==> src/cdct_defines.vh <==
/*
 * Shared constants for the converter clock and data timing block.
 * Assumes CLK runs at eight times the input clock rate.
 */
`ifndef CDCT_DEFINES_VH
`define CDCT_DEFINES_VH

// Clock rates
`define CDCT_CLK_MHZ          250
`define CDCT_IN_CLK_RATIO     8

// Multiplier codes, log2 of the factor
`define CDCT_MULT_1X          2'h0
`define CDCT_MULT_2X          2'h1
`define CDCT_MULT_4X          2'h2

// Divide factor codes, log2 of the divisor
`define CDCT_DIV_1            2'h0
`define CDCT_DIV_2            2'h1
`define CDCT_DIV_4            2'h2

// Half periods in CLK cycles, LOG ones as log2; the sample base is a whole sample period
`define CDCT_IN_HALF_LOG      3'h2
`define CDCT_RX_HALF_FULL     6'h04
`define CDCT_RX_HALF_SLOW     6'h08
`define CDCT_SAMPLE_BASE_LOG  3'h3

// Widths
`define CDCT_CNT_W            6
`define CDCT_RX_W             12
`define CDCT_TX_W             14

// Reset values
`define CDCT_RST_WORD_RX      12'h000
`define CDCT_RST_WORD_TX      14'h0000

`endif

==> src/cdct_clkdiv.v <==
/*
 * Square-wave clock generator with a half period in CLK cycles.
 * Assumes HALF is at least one; a new HALF is taken only at a rising edge.
 */
`include "cdct_defines.vh"
`default_nettype none

module cdct_clkdiv (
    input  wire                    CLK,
    input  wire                    RSTN,
    input  wire [`CDCT_CNT_W-1:0]  HALF,
    output wire                    PIN,
    output wire                    RISE,
    output wire                    FALL
);

    reg  [`CDCT_CNT_W-1:0] cnt_q;
    reg  [`CDCT_CNT_W-1:0] half_q;
    reg                    pin_q;
    wire                   last;

    assign last = (cnt_q == half_q - 6'h01);

    always @(posedge CLK or negedge RSTN) begin
        if (!RSTN) begin
            cnt_q  <= 6'h00;
            half_q <= `CDCT_RX_HALF_SLOW;
            pin_q  <= 1'b0;
        end else if (last) begin
            cnt_q <= 6'h00;
            pin_q <= ~pin_q;
            // Ratio change at period start
            if (!pin_q) begin
                half_q <= (HALF == 6'h00) ? 6'h01 : HALF;
            end
        end else begin
            cnt_q <= cnt_q + 6'h01;
        end
    end

    assign PIN  = pin_q;
    assign RISE = last & ~pin_q;
    assign FALL = last & pin_q;

endmodule

`default_nettype wire

==> src/cdct_sync.v <==
/*
 * Two-stage synchroniser for signals arriving from pins.
 * Assumes multi-bit users tolerate one sample of skew between bits.
 */
`default_nettype none

module cdct_sync #(
    parameter W = 1
) (
    input  wire         CLK,
    input  wire         RSTN,
    input  wire [W-1:0] D,
    output wire [W-1:0] Q
);

    reg [W-1:0] meta_q;
    reg [W-1:0] sync_q;

    always @(posedge CLK or negedge RSTN) begin
        if (!RSTN) begin
            meta_q <= {W{1'b0}};
            sync_q <= {W{1'b0}};
        end else begin
            meta_q <= D;
            sync_q <= meta_q;
        end
    end

    assign Q = sync_q;

endmodule

`default_nettype wire

==> src/cdct_timing.v <==
/*
 * Clock derivation, receive output framing and transmit input capture.
 * Assumes CLK is eight times the input clock; faster loop clocks are enables.
 */
//
// Behaviour
// - Strap high at power-up selects the alternative timing mode.
// - Alternative mode receive data rate also follows the multiplier setting.
// - Alternative mode samples at full or half multiplier-loop rate.
// - Receive data launched against rx_output_clock unless retimed.
// - Decimation halves rate; multiplexing puts both channels on bus A.
// - Marker travels with each muxed word; high marks channel A.
// - Receive marker polarity setting inverts marker meaning.
// - rx_output_clock is input clock, or half of it when select low.
// - Clock invert flips rx_output_clock; data uses the opposite edges.
// - Alternative transmit timing ignores the sample halve setting.
// - Transmit data captured on tx_input_clock unless retimed to rx clock.
// - Transmit words latched on rising, falling or both edges.
// - Dual-channel transmit words are demultiplexed into two paths.
// - tx_input_clock equals input clock times multiplier over divide factor, halved in normal mode when sample halve is set.
// - Complex order swap steers interleaved words to the paths.
// - Alternative mode defaults the multiplier to four times.
`include "cdct_defines.vh"
`default_nettype none

module cdct_timing (
    input  wire                    CLK,
    input  wire                    RSTN,
    input  wire                    TIMING_MODE_STRAP,
    input  wire [1:0]              CLOCK_MULTIPLIER_SETTING,
    input  wire                    MULT_SETTING_VALID,
    input  wire                    SAMPLE_CLOCK_HALVE,
    input  wire                    OUT_CLOCK_RATE_SELECT,
    input  wire                    RX_CLOCK_INVERT,
    input  wire                    RX_RETIME_SELECT,
    input  wire                    RX_DECIMATE,
    input  wire                    RX_MUX,
    input  wire                    RX_MARKER_POLARITY,
    input  wire [`CDCT_RX_W-1:0]   ADC_A_DATA,
    input  wire [`CDCT_RX_W-1:0]   ADC_B_DATA,
    input  wire [1:0]              TX_CLOCK_DIVIDE_FACTOR,
    input  wire                    TX_RETIME_SELECT,
    input  wire                    TX_FALLING_EDGE_SELECT,
    input  wire                    TX_DUAL_EDGE_SELECT,
    input  wire                    TX_DUAL_CHANNEL,
    input  wire                    TX_MARKER_POLARITY,
    input  wire                    COMPLEX_ORDER_SWAP,
    input  wire [`CDCT_TX_W-1:0]   TX_DATA,
    input  wire                    TX_CHANNEL_MARKER,
    output wire                    ALT_MODE,
    output wire                    SAMPLE_STROBE,
    output wire                    RX_OUTPUT_CLOCK,
    output wire                    TX_INPUT_CLOCK,
    output wire [`CDCT_RX_W-1:0]   RX_A_OUT,
    output wire [`CDCT_RX_W-1:0]   RX_B_OUT,
    output wire                    RX_CHANNEL_MARKER,
    output wire [`CDCT_TX_W-1:0]   DAC_A_DATA,
    output wire [`CDCT_TX_W-1:0]   DAC_B_DATA,
    output wire                    DAC_VALID
);

    ////////////////////////////////////////////////////////////////////////
    // Functions

    function [`CDCT_CNT_W-1:0] pow2;
        input [2:0] sh;
        begin
            pow2 = 6'h01 << sh;
        end
    endfunction

    function [1:0] clamp_log;
        input [1:0] code;
        begin
            clamp_log = (code == 2'h3) ? 2'h2 : code;
        end
    endfunction

    ////////////////////////////////////////////////////////////////////////
    // Pin synchronisers

    wire                  strap_s;
    wire [`CDCT_TX_W-1:0] tx_data_s;
    wire                  tx_marker_s;

    cdct_sync #(.W(1)) u_sync_strap (
        .CLK  (CLK),
        .RSTN (RSTN),
        .D    (TIMING_MODE_STRAP),
        .Q    (strap_s)
    );

    // Bus skew limitation: partner holds words over several CLK cycles
    cdct_sync #(.W(`CDCT_TX_W + 1)) u_sync_tx (
        .CLK  (CLK),
        .RSTN (RSTN),
        .D    ({TX_CHANNEL_MARKER, TX_DATA}),
        .Q    ({tx_marker_s, tx_data_s})
    );

    ////////////////////////////////////////////////////////////////////////
    // Mode capture

    reg       mode_taken_q;
    reg       alt_mode_q;
    reg [1:0] settle_q;

    always @(posedge CLK or negedge RSTN) begin
        if (!RSTN) begin
            settle_q     <= 2'h0;
            mode_taken_q <= 1'b0;
            alt_mode_q   <= 1'b0;
        end else if (!mode_taken_q) begin
            // Wait for synchroniser to fill before trusting the strap
            if (settle_q == 2'h2) begin
                mode_taken_q <= 1'b1;
                alt_mode_q   <= strap_s;
            end else begin
                settle_q <= settle_q + 2'h1;
            end
        end
    end

    assign ALT_MODE = alt_mode_q;

    ////////////////////////////////////////////////////////////////////////
    // Rate derivation

    wire [1:0] mult_log;
    wire [1:0] div_log;
    reg  [2:0] smp_log;
    reg  [2:0] tx_log;
    wire [`CDCT_CNT_W-1:0] rx_half;
    wire [`CDCT_CNT_W-1:0] tx_half;

    // Default four times in alternative mode
    assign mult_log = (alt_mode_q && !MULT_SETTING_VALID) ? `CDCT_MULT_4X :
                      clamp_log(CLOCK_MULTIPLIER_SETTING);
    assign div_log  = clamp_log(TX_CLOCK_DIVIDE_FACTOR);

    always @* begin
        smp_log = `CDCT_SAMPLE_BASE_LOG;
        tx_log  = `CDCT_IN_HALF_LOG;
        if (alt_mode_q) begin
            smp_log = `CDCT_SAMPLE_BASE_LOG - {1'b0, mult_log} + {2'h0, SAMPLE_CLOCK_HALVE};
            tx_log  = `CDCT_IN_HALF_LOG + {1'b0, div_log} - {1'b0, mult_log};
        end else begin
            smp_log = `CDCT_SAMPLE_BASE_LOG + {2'h0, SAMPLE_CLOCK_HALVE};
            tx_log  = `CDCT_IN_HALF_LOG + {1'b0, div_log} - {1'b0, mult_log}
                      + {2'h0, SAMPLE_CLOCK_HALVE};
        end
    end

    // Input clock rate or half of it
    assign rx_half = OUT_CLOCK_RATE_SELECT ? `CDCT_RX_HALF_FULL : `CDCT_RX_HALF_SLOW;
    assign tx_half = pow2(tx_log);

    ////////////////////////////////////////////////////////////////////////
    // Output clocks

    wire rx_clk_int;
    wire rx_rise;
    wire rx_fall;
    wire tx_clk_int;
    wire tx_rise;
    wire tx_fall;

    cdct_clkdiv u_rx_clk (
        .CLK  (CLK),
        .RSTN (RSTN),
        .HALF (rx_half),
        .PIN  (rx_clk_int),
        .RISE (rx_rise),
        .FALL (rx_fall)
    );

    cdct_clkdiv u_tx_clk (
        .CLK  (CLK),
        .RSTN (RSTN),
        .HALF (tx_half),
        .PIN  (tx_clk_int),
        .RISE (tx_rise),
        .FALL (tx_fall)
    );

    reg rx_pin_q;
    reg tx_pin_q;

    always @(posedge CLK or negedge RSTN) begin
        if (!RSTN) begin
            rx_pin_q <= 1'b0;
            tx_pin_q <= 1'b0;
        end else begin
            rx_pin_q <= rx_clk_int ^ RX_CLOCK_INVERT;
            tx_pin_q <= tx_clk_int;
        end
    end

    assign RX_OUTPUT_CLOCK = rx_pin_q;
    assign TX_INPUT_CLOCK  = tx_pin_q;

    ////////////////////////////////////////////////////////////////////////
    // Sample strobe and decimation

    reg [`CDCT_CNT_W-1:0] smp_cnt_q;
    reg                   smp_q;
    reg                   dec_ph_q;
    wire [`CDCT_CNT_W-1:0] smp_period;

    assign smp_period = pow2(smp_log);

    always @(posedge CLK or negedge RSTN) begin
        if (!RSTN) begin
            smp_cnt_q <= 6'h00;
            smp_q     <= 1'b0;
            dec_ph_q  <= 1'b0;
        end else begin
            smp_q <= 1'b0;
            if (smp_cnt_q >= smp_period - 6'h01) begin
                smp_cnt_q <= 6'h00;
                smp_q     <= 1'b1;
            end else begin
                smp_cnt_q <= smp_cnt_q + 6'h01;
            end
            if (smp_q) begin
                dec_ph_q <= ~dec_ph_q;
            end
        end
    end

    assign SAMPLE_STROBE = smp_q;

    ////////////////////////////////////////////////////////////////////////
    // Receive output framing

    reg [`CDCT_RX_W-1:0] hold_a_q;
    reg [`CDCT_RX_W-1:0] hold_b_q;
    reg                  pair_rdy_q;
    reg                  mux_ph_q;
    reg [`CDCT_RX_W-1:0] out_a_q;
    reg [`CDCT_RX_W-1:0] out_b_q;
    reg                  chan_a_q;
    wire                 keep;
    wire                 launch;

    assign keep   = smp_q && (!RX_DECIMATE || dec_ph_q);
    // Launch edge opposite the capture edge
    assign launch = RX_RETIME_SELECT ? smp_q : (RX_CLOCK_INVERT ? rx_rise : rx_fall);

    always @(posedge CLK or negedge RSTN) begin
        if (!RSTN) begin
            hold_a_q   <= `CDCT_RST_WORD_RX;
            hold_b_q   <= `CDCT_RST_WORD_RX;
            pair_rdy_q <= 1'b0;
            mux_ph_q   <= 1'b0;
            out_a_q    <= `CDCT_RST_WORD_RX;
            out_b_q    <= `CDCT_RST_WORD_RX;
            chan_a_q   <= 1'b0;
        end else begin
            if (keep) begin
                hold_a_q   <= ADC_A_DATA;
                hold_b_q   <= ADC_B_DATA;
            end
            if (launch) begin
                if (RX_MUX) begin
                    if (mux_ph_q) begin
                        out_a_q  <= hold_b_q;
                        chan_a_q <= 1'b0;
                        mux_ph_q <= 1'b0;
                    end else if (pair_rdy_q || keep) begin
                        out_a_q  <= keep ? ADC_A_DATA : hold_a_q;
                        chan_a_q <= 1'b1;
                        mux_ph_q <= 1'b1;
                    end
                    out_b_q <= `CDCT_RST_WORD_RX;
                end else if (pair_rdy_q || keep) begin
                    out_a_q  <= keep ? ADC_A_DATA : hold_a_q;
                    out_b_q  <= keep ? ADC_B_DATA : hold_b_q;
                    chan_a_q <= 1'b1;
                    mux_ph_q <= 1'b0;
                end
            end
            // Consumption wins over a new pair in the same cycle
            if (keep && !(launch && !mux_ph_q)) begin
                pair_rdy_q <= 1'b1;
            end else if (launch && !mux_ph_q) begin
                pair_rdy_q <= 1'b0;
            end
        end
    end

    assign RX_A_OUT = out_a_q;
    assign RX_B_OUT = out_b_q;
    assign RX_CHANNEL_MARKER = chan_a_q ^ RX_MARKER_POLARITY;

    ////////////////////////////////////////////////////////////////////////
    // Transmit capture

    reg                  cap;
    wire                 tx_base_rise;
    wire                 tx_base_fall;
    wire                 is_b;
    reg [`CDCT_TX_W-1:0] first_q;
    reg [`CDCT_TX_W-1:0] dac_a_q;
    reg [`CDCT_TX_W-1:0] dac_b_q;
    reg                  dac_vld_q;

    assign tx_base_rise = TX_RETIME_SELECT ? rx_rise : tx_rise;
    assign tx_base_fall = TX_RETIME_SELECT ? rx_fall : tx_fall;

    always @* begin
        cap = 1'b0;
        if (TX_DUAL_EDGE_SELECT) begin
            cap = tx_base_rise | tx_base_fall;
        end else if (TX_FALLING_EDGE_SELECT) begin
            cap = tx_base_fall;
        end else begin
            cap = tx_base_rise;
        end
    end

    // Marker low is channel A unless swapped
    assign is_b = tx_marker_s ^ TX_MARKER_POLARITY;

    always @(posedge CLK or negedge RSTN) begin
        if (!RSTN) begin
            first_q   <= `CDCT_RST_WORD_TX;
            dac_a_q   <= `CDCT_RST_WORD_TX;
            dac_b_q   <= `CDCT_RST_WORD_TX;
            dac_vld_q <= 1'b0;
        end else begin
            dac_vld_q <= 1'b0;
            if (cap) begin
                if (!TX_DUAL_CHANNEL) begin
                    dac_a_q   <= tx_data_s;
                    dac_vld_q <= 1'b1;
                end else if (!is_b) begin
                    first_q <= tx_data_s;
                end else begin
                    dac_a_q   <= COMPLEX_ORDER_SWAP ? tx_data_s : first_q;
                    dac_b_q   <= COMPLEX_ORDER_SWAP ? first_q : tx_data_s;
                    dac_vld_q <= 1'b1;
                end
            end
        end
    end

    assign DAC_A_DATA = dac_a_q;
    assign DAC_B_DATA = dac_b_q;
    assign DAC_VALID  = dac_vld_q;

endmodule

`default_nettype wire

==> config.mk <==
export PLATFORM = sky130hd
export DESIGN_NAME = cdct_timing
export DESIGN_NICKNAME = d
export VERILOG_FILES = /design/src/cdct_clkdiv.v /design/src/cdct_sync.v /design/src/cdct_timing.v
export VERILOG_INCLUDE_DIRS = /design/src
export SDC_FILE = /design/constraint.sdc
export NUM_CORES = 1
export LEC_CHECK = 0
export BUFFER_PORTS_ARGS = -buffer_cell sky130_fd_sc_hd__buf_2
export CAP_MARGIN = 40
export CORE_MARGIN = 2
export CORE_UTILIZATION = 58
export CTS_BUF_LIST = sky130_fd_sc_hd__clkbuf_4 sky130_fd_sc_hd__clkbuf_8
export CTS_CLUSTER_SIZE = 10
export DETAILED_ROUTE_END_ITERATION = 12
export PLACE_DENSITY = 0.83
export SLEW_MARGIN = 20
export SYNTH_ARGS = -nofsm -noshare
export SYNTH_HDL_FRONTEND = slang
export SYNTH_SLANG_ARGS = --single-unit
==> constraint.sdc <==
create_clock -name CLK -period 4.68 [get_ports CLK]
set_clock_uncertainty 0.15 [all_clocks]
set_input_delay 0.936 -clock CLK [delete_from_list [all_inputs] [get_ports CLK]]
set_output_delay 0.936 -clock CLK [all_outputs]
set_load 0.05 [all_outputs]
Yosys cells after proc, flatten, opt, wreduce, memory -nomap -nowiden
Cells that the tools add are included.
- bits in registers: 166
- input port bits: 60
- output and inout port bits: 58
- word-level logic and storage cells: 130
- add/subtract/negate cells: 13
- $lt $le $gt $ge: 1
- eq/ne operators: 6
- shift operators: 2
- multiplexer cells: 43
- bitwise gates (word level): 14
- reduce and logical (&&, ||, !) cells: 22
- operators by type and width (operator ; count):
    12-bit 2-to-1 mux ; 7
    14-bit 2-to-1 mux ; 4
    6-bit 2-to-1 mux ; 4
    1-bit 2-to-1 mux ; 21
    6-bit by 1-bit adder with 6-bit output, second input constant ; 3
    6-bit by 1-bit subtractor with 6-bit output, second input constant ; 3
    6-bit == test ; 2
    6-bit logical NOT ; 2
    2-bit AND reduction ; 6
    1-bit by 3-bit << shifter with 6-bit output, first input constant ; 2
    4-bit 2-to-1 mux ; 2
    3-bit by 1-bit adder with 3-bit output ; 2
    2-bit == test, second input constant ; 3
    6-bit >= comparator ; 1
    2-bit 2-to-1 mux ; 3
    3-bit 2-to-1 mux ; 2
    1-bit inverter ; 6
    3-bit AND reduction ; 2
    1-bit AND ; 4
    1-bit logical AND ; 4
    1-bit logical NOT ; 4
    2-bit nonzero test ; 2
    2-bit by 1-bit adder with 3-bit output, first input constant ; 1
    2-bit by 2-bit adder with 3-bit output, first input constant ; 1
    7 further kinds ; 10

Longest topological paths before layout
- depth in word-level cells: 10
- gate-level depth with buffers: 14
- gate-level depth less buffers: 14

Modules after synthesis
A second synthesis with hierarchy kept.
- cell total of the unflattened synthesis: 604
- area total of the unflattened synthesis: 7435.9 sq um
- by module, submodules not included (module ; instances ; cells each ; area each (sq um) ; seq. area each (sq um)):
    cdct_timing ; 1 ; 448 ; 5246.3 ; 2702.6
    cdct_clkdiv ; 2 ; 62 ; 694.4 ; 326.6
    cdct_sync at u_sync_tx ; 1 ; 30 ; 750.7 ; 750.7
    cdct_sync at u_sync_strap ; 1 ; 2 ; 50.0 ; 50.0

Least setup slack after synthesis
OpenSTA, ideal clock, no wires.
- kind: input-to-reg
- start point: in MULT_SETTING_VALID
- end point: reg smp_cnt_q[2]
- library setup time: 0.072 ns
- arrival: 4.060 ns
- data required time: 4.458 ns
- setup slack: 0.398 ns
- stages on the path: 13
- path buffers: 0
- cells stage by stage: inv_1 -> a21oi_1 -> nand2_1 -> ha_1 -> or4b_2 -> ha_1 -> ha_1 -> a21o_1 -> a21o_1 -> a21o_1 -> a21o_1 -> a21o_1 -> nor2_1
- longest elaborated chain between the ends: 10
- RTL lines (item ; RTL line ; text):
    from (decl) ; cdct_timing.v:31 ; input wire MULT_SETTING_VALID,
    1-bit logical NOT ; cdct_timing.v:137 ; assign mult_log = (alt_mode_q && !MULT_SETTING_VALID) ? `CDCT_MULT_4X :
    1-bit logical AND ; cdct_timing.v:137 ;
    2-bit 2-to-1 mux ; cdct_timing.v:137 ;
    2-bit by 2-bit subtractor with 3-bit output (no source line) ; n/a ;
    3-bit by 1-bit adder with 3-bit output (no source line) ; n/a ;
    3-bit 2-to-1 mux ; cdct_timing.v:144 ; if (alt_mode_q) begin
    1-bit by 3-bit << shifter with 6-bit output ; cdct_timing.v:68 ; pow2 = 6'h01 << sh;
    6-bit by 1-bit subtractor with 6-bit output ; cdct_timing.v:219 ; if (smp_cnt_q >= smp_period - 6'h01) begin
    6-bit >= comparator ; cdct_timing.v:219 ;
    6-bit 2-to-1 mux ; cdct_timing.v:219 ;
    to (signal assigned) ; cdct_timing.v:223 ; smp_cnt_q <= smp_cnt_q + 6'h01;
    to (decl) ; cdct_timing.v:205 ; reg [`CDCT_CNT_W-1:0] smp_cnt_q;
No other way between the ends.
A chain may end at the register's enable or synchronous reset.

Worst setup path in the final report
- start point: in MULT_SETTING_VALID
- end point: reg smp_cnt_q[3]
Same word-level chain as after synthesis.

==> reports/results.txt <==
Syn Area/Cell: 13.1 µm²
Die X: 114 µm
number of global-route vias before repair: 4828
Worst R2R Path Depth: 12
initial antenna violation count: 0
Pwr Total: 0.00522 W
Rel. slew slack: 57.6%
Post-DRT Antenna Nets: 0
top post-synthesis cells by area: dfrtp_1 (57%), mux2_2 (11%), ha_1 (3.2%), mux2_1 (3.1%), nor2_1 (2.4%)
gr usage total: 23.3%
yosys warns: 0
grt ovf: 0
clock latency on the worst-skew pair: 0.46 ns
Sum Neg Setup Slack: 0 ns
Detailed Routing Iterations Pass 1: 4
# IOs: 118
RSZ-0062 raised after global routing: no
# rows: 40
Antenna Cells: 0
CTS H-tree depth: 4
dpl hpwl: 10000 µm
post-CTS resize count: 0
min Tclk post-route: 3.78 ns
post-synthesis instance total: 535
Clock Tree Buf Depth: 2
Setup Buffers After CTS: 0
Synthesized Nets: 613
Max Cap Viol: 0
CP endpoint kind: register
via count: 4602
CTS Sinks: 162
Seq/Total Area, Yosys: 57.9%
WS Path Type: input pin to register
Leakage: 3.78 nW
CTS tree: built
Final Hold Fails: 0
Synth Flop Type: dfrtp_1
Critical Path AT: 4.01 ns
Initial DRC Count: 251
Root Buffer Master: clkbuf_8
core area: 0.0119 mm²
worst hold path class: input pin to asynchronous set/reset pin
fin nets: 741
final setup fails: 0
Max Clock Freq: 0.265 GHz
area grow syn2layout: 16.4%
Cell Pwr Density: 641 mW/mm²
Die ar.: 0.0130 mm²
Worst-Margin Slew: 0.635 ns
Die Y: 114 µm
final WL: 14200 µm
# DRC: 0
initial core utilization: 58.8%
Post-CTS Hold Buffers: 0
Crit path required time: 4.92 ns
CP max FO: 7
Reg clk slew, reported paths: 0.08 ns
layout cell share with drive strength beyond 1: 37.6%
FILL cells: 853
Startpoint Class: input pin
Tcrit/Tclk final: 80.7%
fin util: 68.5%
first-pass GRT wire length: 23400 µm
number of synthesized flops with an enable pin: 0
Peak VDD IR: 0.511 mV
count of final max-slew check failures: 0
#FFs+latches synth: 162
Yosys top cell by area: dfrtp_1
Mapped Area: 0.00701 mm²
fraction of registers with async set or reset after synthesis: 100%
largest net degree at the start of global routing: 86
RePlAce Congestion: 0.885
Synth top area share: 57.1%
wire per inst: 17.2 µm
vias per std cell: 5.59
CTS Buf Count: 17
buffers added on ports: 117
status: completed
Synth cell types: 59
-- cells by family (layout without fill, tap and decap cells) --
group | Yosys count | in the layout | synth area share, %
adders and majority gates | 18 | 18 | 3.21
and+or+nand+nor | 101 | 101 | 6.96
muxes | 96 | 96 | 16.0
AOI/OAI and AO/OA | 93 | 93 | 9.79
buffers and inverters | 32 | 173 | 2.12
xor gates and xnor gates | 32 | 32 | 4.00
other | 1 | 1 | 0.0535
DFF | 162 | 162 | 57.9
-- through the flow --
| stage | hold WS, ns | area, µm² | std cells | setup WS (ns) |
|---|---|---|---|---|
| detailed placement | 0.185 | 7780 | 789 | 0.444 |
| floorplan | 0.181 | 7010 | 535 | 0.398 |
| global route | 0.175 | 8160 | 823 | 0.628 |
| finish | 0.184 | 8160 | 823 | 0.904 |
| CTS | 0.168 | 8140 | 821 | 0.897 |
| global placement | 0.184 | 7720 | 785 | 0.588 |
-- worst max-delay path, cell delays in order --
cell     delay, ns
buf_2         0.07
inv_1         0.03
a21oi_1       0.17
nand2_1       0.10
ha_1          0.33
or4b_2        0.72
ha_1          0.30
ha_1          0.29
a21o_1        0.16
a21o_1        0.17
a21o_1        0.17
a21o_1        0.17
a21o_1        0.25
nor2_1        0.15
-- registers in the layout, summed over array words and instances, names as in the netlist, 2 cells and up --
signal / cells
DAC_A_DATA: 14
DAC_B_DATA: 14
RX_A_OUT: 12
RX_B_OUT: 12
first_q: 14
hold_a_q: 12
hold_b_q: 12
settle_q: 2
smp_cnt_q: 6
u_rx_clk.cnt_q: 6
u_rx_clk.half_q: 2
u_sync_tx.Q: 15
u_sync_tx.meta_q: 15
u_tx_clk.cnt_q: 6
u_tx_clk.half_q: 6
-- report_power, final --
part	leakage [nW]	switching (W)	internal, W
Clock	0.194	0.000474	0.000448
Combinational	1.69	0.00141	0.000715
Sequential	1.89	0.000309	0.00187
Total	3.78	0.00219	0.00303
-- cells in the mapped netlist, types with 2 or more instances --
cell type	instances
a22oi_1	14
o22ai_1	12
and2_1	2
ha_1	18
o2bb2ai_1	12
dfstp_2	2
a211oi_1	2
clkbuf_1	15
a21oi_1	17
xnor2_1	18
mux2_4	10
mux2_1	19
nand2b_1	5
nand3_1	10
a21o_1	6
o21ai_0	9
mux2_2	67
xor2_1	14
nor3_1	2
nor2_1	44
nor2b_1	7
dfrtp_1	160
nand2_1	19
inv_1	13
o41ai_1	2
o31ai_1	3
-- area by class of cell --
cell class                      instances  area, µm²  area share [%]
Sequential cell                       162       4060            49.7
Multi-Input combinational cell        341       2810            34.4
Timing Repair Buffer                  128        702            8.61
Clock buffer                           26        327            4.00
Tap cell                              147        184            2.26
Inverter                               13       48.8           0.598
Clock inverter                          6       32.5           0.399
-- layer usage --
metal	vias to the layer above	global-route usage, %	wire, µm
li1	2159	-	-
met2	101	39.3	7180
met5	-	0	0
met3	15	7.55	801
met1	2327	28.8	6010
met4	0	7.15	163
-- worst paths after layout --
check	to	slack, ns	start
worst max-delay path	smp_cnt_q[3]$_DFF_PN0_	0.90	MULT_SETTING_VALID
worst min-delay path	RX_OUTPUT_CLOCK$_DFF_PN0_	0.18	RSTN
worst max register to register	smp_cnt_q[3]$_DFF_PN0_	0.91	ALT_MODE$_DFFE_PN0P_
worst min register to register	u_sync_tx.Q[10]$_DFF_PN0_	0.20	u_sync_tx.meta_q[10]$_DFF_PN0_
max in group asynchronous	hold_b_q[6]$_DFF_PN0_	3.07	RSTN
min in group CLK	u_sync_tx.Q[10]$_DFF_PN0_	0.20	u_sync_tx.meta_q[10]$_DFF_PN0_
-- placed cells by master, fill, tap and decap left out, types with 2 or more instances in the layout --
cell,Yosys,layout
o22ai_1,12,12
mux2_4,10,10
mux2_1,19,19
xor2_1,14,14
xnor2_1,18,18
o31ai_1,3,3
a211oi_1,2,2
buf_2,1,116
dfstp_2,2,2
buf_4,1,8
buf_6,1,3
mux2_2,67,67
nor2b_1,7,7
clkbuf_4,0,5
inv_1,13,13
ha_1,18,18
clkinv_2,0,5
o41ai_1,2,2
clkbuf_8,0,21
nand2b_1,5,5
and2_1,2,2
a21o_1,6,6
o21ai_0,9,9
a22oi_1,14,14
dfrtp_1,160,160
nor3_1,2,2
nand2_1,19,19
nor2_1,44,44
nand3_1,10,10
a21oi_1,17,17
o2bb2ai_1,12,12
Note: power is estimated with default switching activity, not from simulation.
